==> src/include/pt8_pkg.sv <==
package pt8_pkg;

    // ---------------------------------------------------------------
    // register word indices (byte address is four times the index)
    // ---------------------------------------------------------------
    localparam logic [2:0] PT8_IDX_COUNT  = 3'h0;
    localparam logic [2:0] PT8_IDX_PERIOD = 3'h1;
    localparam logic [2:0] PT8_IDX_CTRL   = 3'h2;
    localparam logic [2:0] PT8_IDX_STATUS = 3'h3;
    localparam logic [2:0] PT8_IDX_MASK   = 3'h4;

    // ---------------------------------------------------------------
    // control register fields
    // ---------------------------------------------------------------
    localparam int PT8_CTL_PRE_LSB  = 0;
    localparam int PT8_CTL_ON_BIT   = 2;
    localparam int PT8_CTL_POST_LSB = 3;
    localparam int PT8_CTL_W        = 7;
    localparam int PT8_STAT_BIT     = 0;

    // ---------------------------------------------------------------
    // reset values and counts
    // ---------------------------------------------------------------
    localparam logic [7:0] PT8_COUNT_RST  = 8'h00;
    localparam logic [7:0] PT8_PERIOD_RST = 8'hFF;
    localparam logic [6:0] PT8_CTRL_RST   = 7'h00;
    localparam logic [1:0] PT8_PH_LAST    = 2'h3;
    localparam logic [5:0] PT8_PRE_TC1    = 6'h00;
    localparam logic [5:0] PT8_PRE_TC4    = 6'h03;
    localparam logic [5:0] PT8_PRE_TC16   = 6'h0F;
    localparam logic [5:0] PT8_PRE_TC64   = 6'h3F;

    // ---------------------------------------------------------------
    // bus states, gray along the path
    // ---------------------------------------------------------------
    typedef enum logic [0:0] {
        PT8_BUS_IDLE = 1'b0,
        PT8_BUS_ACK  = 1'b1
    } pt8_bus_t;

    // all state of the timer
    typedef struct packed {
        pt8_bus_t   bus;
        logic       wait_r;
        logic [7:0] rdata;
        logic [1:0] ph;
        logic [5:0] pre;
        logic [3:0] post;
        logic [7:0] cnt;
        logic [7:0] per;
        logic [6:0] ctl;
        logic       flag;
        logic       ien;
        logic       match;
        logic       shift;
        logic       irq;
    } pt8_state_t;

endpackage

==> src/verilog/pt8_timer.sv <==
// The Avalon-MM slave port and the register addresses were left to the implementer.
`timescale 1ns/100ps

// Summary of operation
// - the count advances from the instruction clock, a quarter of clk, after the prescaler.
// - the 8-bit count steps by one from zero on each prescaled tick while switched on.
// - the prescaler divides by 1, 4, 16 or 64 for select codes 00, 01, 10, 11.
// - count and period are compared each tick and equality makes the match pulse.
// - after a match the count goes to zero and the postscaler advances.
// - software reads and writes count and period at any time.
// - reset clears the count and sets the period to all ones.
// - prescaler and postscaler clear on a count write, a control write and reset.
// - match pulses feed a 4-bit postscaler whose terminal count sets the flag.
// - the flag stays set and raises the interrupt only when enabled.
// - the postscale code selects a ratio of code plus one, 1:1 to 1:16.
// - control holds postscale in 6-3, on in 2, prescale in 1-0, bit 7 reads zero.
// - the unscaled match pulse goes out as the pwm time base.
// - the match output serves the serial port as its spi shift clock source.
// - nothing counts while the processor sleeps.
// - count and period keep their values during sleep.
module pt8_timer
    import pt8_pkg::*;
(
    // clock, reset, enable
    input  wire logic        clk,
    input  wire logic        sys_rst,
    input  wire logic        ce,
    // processor sleep level, same clock domain
    input  wire logic        sleep,
    // avalon-mm slave
    input  wire logic [2:0]  address,
    input  wire logic        read,
    input  wire logic        write,
    input  wire logic [3:0]  byteenable,
    input  wire logic [31:0] writedata,
    output logic      [31:0] readdata,
    output logic             waitrequest,
    // timer outputs
    output logic             match_pulse,
    output logic             spi_shift_clk,
    output logic             irq
);

    // ---------------------------------------------------------------
    // state and decode
    // ---------------------------------------------------------------
    pt8_state_t st_reg;
    pt8_state_t st_next;
    pt8_state_t st_rst;

    logic       acc;
    logic       wr;
    logic       wr_cnt;
    logic       wr_per;
    logic       wr_ctl;
    logic       wr_stat;
    logic       wr_mask;
    logic       on;
    logic       run;
    logic       inst_tick;
    logic [5:0] pre_tc;
    logic       tick;
    logic       match_ev;
    logic       post_tc;
    logic [7:0] rd_val;

    // reset image of the state
    always_comb
    begin
        st_rst        = '0;
        st_rst.bus    = PT8_BUS_IDLE;
        st_rst.wait_r = 1'b1;
        st_rst.cnt    = PT8_COUNT_RST;
        st_rst.per    = PT8_PERIOD_RST;
        st_rst.ctl    = PT8_CTRL_RST;
    end

    // bus access is taken in the ack state, request still held
    assign acc     = (st_reg.bus == PT8_BUS_ACK) && (read || write);
    assign wr      = acc && write && byteenable[0];
    assign wr_cnt  = wr && (address == PT8_IDX_COUNT);
    assign wr_per  = wr && (address == PT8_IDX_PERIOD);
    assign wr_ctl  = wr && (address == PT8_IDX_CTRL);
    assign wr_stat = wr && (address == PT8_IDX_STATUS);
    assign wr_mask = wr && (address == PT8_IDX_MASK);

    // ---------------------------------------------------------------
    // clock chain
    // ---------------------------------------------------------------
    assign on        = st_reg.ctl[PT8_CTL_ON_BIT];
    assign run       = on && !sleep;
    assign inst_tick = run && (st_reg.ph == PT8_PH_LAST);

    // prescaler terminal value per select code
    always_comb
    begin
        case (st_reg.ctl[PT8_CTL_PRE_LSB +: 2])
            2'h0:    pre_tc = PT8_PRE_TC1;
            2'h1:    pre_tc = PT8_PRE_TC4;
            2'h2:    pre_tc = PT8_PRE_TC16;
            default: pre_tc = PT8_PRE_TC64;
        endcase
    end

    // prescaled tick, period compare and postscaler terminal count
    assign tick     = inst_tick && (st_reg.pre == pre_tc);
    assign match_ev = tick && (st_reg.cnt == st_reg.per) && !wr_cnt;
    assign post_tc  = st_reg.post == st_reg.ctl[PT8_CTL_POST_LSB +: 4];

    // read mux, unimplemented bits read zero
    always_comb
    begin
        case (address)
            PT8_IDX_COUNT:  rd_val = st_reg.cnt;
            PT8_IDX_PERIOD: rd_val = st_reg.per;
            PT8_IDX_CTRL:   rd_val = {1'b0, st_reg.ctl};
            PT8_IDX_STATUS: rd_val = {7'h00, st_reg.flag};
            PT8_IDX_MASK:   rd_val = {7'h00, st_reg.ien};
            default:        rd_val = 8'h00;
        endcase
    end

    // ---------------------------------------------------------------
    // next state
    // ---------------------------------------------------------------
    always_comb
    begin
        st_next = st_reg;

        // two-step handshake: ack cycle, then idle
        case (st_reg.bus)
            PT8_BUS_IDLE:
            begin
                if (read || write)
                begin
                    st_next.bus    = PT8_BUS_ACK;
                    st_next.wait_r = 1'b0;
                    st_next.rdata  = rd_val;
                end
            end
            PT8_BUS_ACK:
            begin
                st_next.bus    = PT8_BUS_IDLE;
                st_next.wait_r = 1'b1;
            end
            default:
            begin
                st_next.bus    = PT8_BUS_IDLE;
                st_next.wait_r = 1'b1;
            end
        endcase

        // instruction phase stops with the clock in sleep
        if (run)
        begin
            st_next.ph = st_reg.ph + 2'h1;
        end

        // prescaler, held while off
        if (inst_tick)
        begin
            st_next.pre = (st_reg.pre == pre_tc) ? 6'h00 : st_reg.pre + 6'h01;
        end

        // counter step and wrap
        if (tick)
        begin
            if (st_reg.cnt == st_reg.per)
            begin
                st_next.cnt = PT8_COUNT_RST;
            end
            else
            begin
                st_next.cnt = st_reg.cnt + 8'h01;
            end
        end

        // postscaler: ratio is code plus one
        if (match_ev)
        begin
            st_next.post = post_tc ? 4'h0 : st_reg.post + 4'h1;
        end

        // unscaled pulse and serial clock toggle
        st_next.match = match_ev;
        if (match_ev)
        begin
            st_next.shift = !st_reg.shift;
        end

        // register writes
        if (wr_cnt)
        begin
            st_next.cnt = writedata[7:0];
        end
        if (wr_per)
        begin
            st_next.per = writedata[7:0];
        end
        if (wr_ctl)
        begin
            st_next.ctl = writedata[PT8_CTL_W-1:0];
        end
        if (wr_mask)
        begin
            st_next.ien = writedata[PT8_STAT_BIT];
        end
        if (wr_cnt || wr_ctl)
        begin
            st_next.pre  = 6'h00;
            st_next.post = 4'h0;
        end

        // sticky flag, set wins over write-one clear
        if (wr_stat && writedata[PT8_STAT_BIT])
        begin
            st_next.flag = 1'b0;
        end
        if (match_ev && post_tc)
        begin
            st_next.flag = 1'b1;
        end

        st_next.irq = st_reg.flag && st_reg.ien;
    end

    // state register, frozen while ce is low except that sys_rst still loads the reset image
    always_ff @(posedge clk)
    begin
        if (sys_rst)
        begin
            st_reg <= st_rst;
        end
        else if (ce)
        begin
            st_reg <= st_next;
        end
    end

    // outputs straight from the state
    assign readdata      = {24'h000000, st_reg.rdata};
    assign waitrequest   = st_reg.wait_r;
    assign match_pulse   = st_reg.match;
    assign spi_shift_clk = st_reg.shift;
    assign irq           = st_reg.irq;
endmodule

==> config.mk <==
export PLATFORM = sky130hd
export DESIGN_NAME = pt8_timer
export DESIGN_NICKNAME = d
export VERILOG_FILES = /design/src/include/pt8_pkg.sv /design/src/verilog/pt8_timer.sv
export SDC_FILE = /design/constraint.sdc
export NUM_CORES = 1
export LEC_CHECK = 0
export BUFFER_PORTS_ARGS = -buffer_cell sky130_fd_sc_hd__buf_2
export CORE_UTILIZATION = 51
export CTS_BUF_LIST = sky130_fd_sc_hd__clkbuf_4
export CTS_CLUSTER_SIZE = 24
export DETAILED_ROUTE_END_ITERATION = 10
export GPL_TIMING_DRIVEN = 0
export PLACE_DENSITY = 0.8
export SYNTH_ARGS = -nofsm -noshare
export SYNTH_HDL_FRONTEND = slang
export SYNTH_SLANG_ARGS = --single-unit
==> constraint.sdc <==
create_clock -name clk -period 6.4 [get_ports clk]
set_clock_uncertainty 0.2 [all_clocks]
set_input_delay 1.28 -clock clk [delete_from_list [all_inputs] [get_ports clk]]
set_output_delay 1.28 -clock clk [all_outputs]
set_load 0.01 [all_outputs]
==> key figures <==
Status
  • Outcome: finished, final reports clean

Synth
  • Syn Area/Cell: 8.50 um^2
  • Top-count cell post-synth: dfxtp_1
  • Top cells by area, synth: dfxtp_1, buf_4, mux2i_1, xor2_1, nor2_1
  • Syn. warnings: 0
  • Area fraction in compound gates after synthesis: 18.6%
  • Post-synth EDFFs: 0
  • Synth Area in Adders: 1.71%
  • Synth Register Bits: 50
  • Top FF cell, synth: dfxtp_1
  • Yosys cell types: 54
  • Seq/Total Area, Yosys: 34.1%
  • Simple-gate share of the synthesized area: 22.5%
  • Post-synth ARST share: 0%
  • Post-synthesis xor/xnor area fraction: 5.08%
  • Largest family of logic cells by synthesized area: simple AND/OR/NAND/NOR gates
  • Synth top cells by count: dfxtp_1, nor2_1, buf_4
  • Synthesized cell area: 2930 um^2
  • Synthesized instance count: 345
  • Post-synth top area cell: dfxtp_1
  • Post-synth top area share: 34.1%
  • Mux cell area share after synthesis: 6.23%

Routing
  • Detail Route Antenna Nets: 0
  • # DRC: 0
  • Routed WL: 7210 um
  • Vias/cell: 5.60
  • Initial DRC Count: 224
  • Vias: 2672
  • Pre-antenna DRT Iters: 4
  • Drt wl/cell: 15.1 um

Critical path
  • Most common cell on crit path: nor2b_1
  • Endpoint class of the critical path: flip-flop
  • Startpoint types: primary input
  • Slowest Stage Delay on Critical Path: 460 ps
  • Critical path class: in2reg
  • Worst endpoint data arrival time: 3060 ps
  • Crit path cell chain: buf_2 -> nor2b_1 -> and2_1 -> clkbuf_1 -> nor2b_1 -> a211o_1
  • Worst path required time: 6510 ps
  • CP max-delay cell: nor2b_1
  • Crit path max fanout: 10

Final layout
  • Multi-input logic area: 1680 um^2
  • Flip-flop and latch area: 1000 um^2
  • Nets: 453
  • Layout fillers: 505
  • Area Overhead vs Synth: 13.8%
  • Share of cells above drive strength 1: 19.3%
  • Ant diodes: 0
  • Max FFs per register: 37

Power
  • Power Density: 172 nW/um^2
  • Max IR drop VDD: 102 uV
  • Pleak: 1.38 nW
  • Pwr Total: 0.573 mW

Run
  • Max cap viols: 0

Clocking
  • CTS tree: built
  • CTS clk-pin slew, worst paths: 150 ps
  • Cts bufs inserted: 5
  • # hold bufs at CTS: 0
  • Clock tree buffer depth: 2
  • Setup Fix Bufs, Post-CTS: 0
  • Worst skew pair latency: 400 ps
  • Clk sinks: 50
  • Post-CTS Resized: 0
  • H-tree levels: 2
  • Root Driver: clkbuf_4

STA
  • Final hold vios: 0
  • Setup_tns: 0 ps
  • Slew Limit Headroom: 51.8%
  • Fin. max-slew vios: 0
  • Max Freq: 0.339 GHz
  • RSZ-0062 raised after global routing: false
  • Worst-Margin Slew: 717 ps
  • Crit share post-route: 46.1%
  • Fin crit period: 2950 ps
  • Final setup viols: 0

Place
  • DP HPWL: 5380 um
  • RD Place Congestion: 0.865
  • PortBufs: 29

Global routing
  • Gr ovfl total: 0
  • Vias in the first global route: 2523
  • Initial antenna violation count: 0
  • Largest net degree at the start of global routing: 16
  • Total GRT Usage: 25.3%
  • First-pass GRT wire length: 11900 um

Worst hold path
  • Hold crit path type: reg2reg

Die
  • Num ports: 81
  • Die area: 6060 um^2
  • Die height: 77.8 um
  • Die width: 77.8 um
  • Core area: 5540 um^2
  • Initial core utilization: 52.9%
  • Site Rows: 27
-- per-layer routing --
| layer | share of wire [%] | wire [um] | global-route usage [%] |
|---|---|---|---|
| met1 | 45 | 3210 | 31.5 |
| met4 | 2.7 | 198 | 9.43 |
| met2 | 47 | 3410 | 42.5 |
| met5 | 0 | 0 | 0 |
| met3 | 5.5 | 394 | 5.53 |
-- report_power, final --
part / internal [mW] / total, mW / switching, mW
Combinational: 0.0258 / 0.0610 / 0.0352
Clock: 0.0867 / 0.195 / 0.109
Sequential: 0.314 / 0.316 / 0.00204
Total: 0.427 / 0.573 / 0.146
-- through the flow --
| stage | setup WS [ps] | area, um^2 | hold slack, ps | utilization, % | std cells |
|---|---|---|---|---|---|
| 3_3_place_gp | 3130 | 3250 | 250 | 58.7 | 469 |
| 3_5_place_dp | 3100 | 3250 | 250 | 58.7 | 469 |
| 4_1_cts | 3520 | 3340 | 270 | 60.2 | 477 |
| 6_report | 3450 | 3340 | 269 | 60.2 | 477 |
| 5_1_grt | 3410 | 3340 | 284 | 60.2 | 477 |
| 2_1_floorplan | 3570 | 3020 | 234 | - | 368 |
-- final cells by class --
class | instances | area share (%)
tap | 72 | 2.70
timing repair buffer | 29 | 4.35
clock inverter | 2 | 1.12
inverter | 8 | 0.900
clock buffer | 6 | 1.35
multi-input combinational | 261 | 50.2
buffer | 49 | 9.37
sequential | 50 | 30.0
-- path summary, 6_finish.rpt --
| path | from | endpoint | slack (ps) | cells after the start |
|---|---|---|---|---|
| worst max-delay path | address[0] | st_reg[18] | 3450 | 6 |
| worst min-delay path | readdata[0] | readdata[0] | 270 | 2 |
| worst max register to register | st_reg[25] | st_reg[22] | 3840 | 6 |
| worst min register to register | readdata[0] | readdata[0] | 270 | 2 |
-- critical path: cells and delay by family --
family / cells / cell delay (ps)
simple gates: 3 / 940
buf+inv: 2 / 560
compound gates: 1 / 280
-- logic make-up after synthesis --
| group | after synthesis |
|---|---|
| buf+inv | 57 |
| fa+ha+maj | 4 |
| mux | 17 |
| other cells | 1 |
| compound gates | 72 |
| xor+xnor | 17 |
| flops | 50 |
| simple gates | 127 |
-- cell usage in the layout, fill, tap and decap left out, types with 8 or more instances in the layout --
cell,count
a211o_1,10
a21oi_1,9
and2_1,11
buf_2,30
buf_4,32
clkbuf_1,13
conb_1,24
dfxtp_1,50
inv_1,8
mux2i_1,16
nand2_1,21
nand3_1,9
nor2_1,33
nor2b_1,11
nor3_1,9
xor2_1,17
No activity file was read; power rests on OpenSTA's default activity.
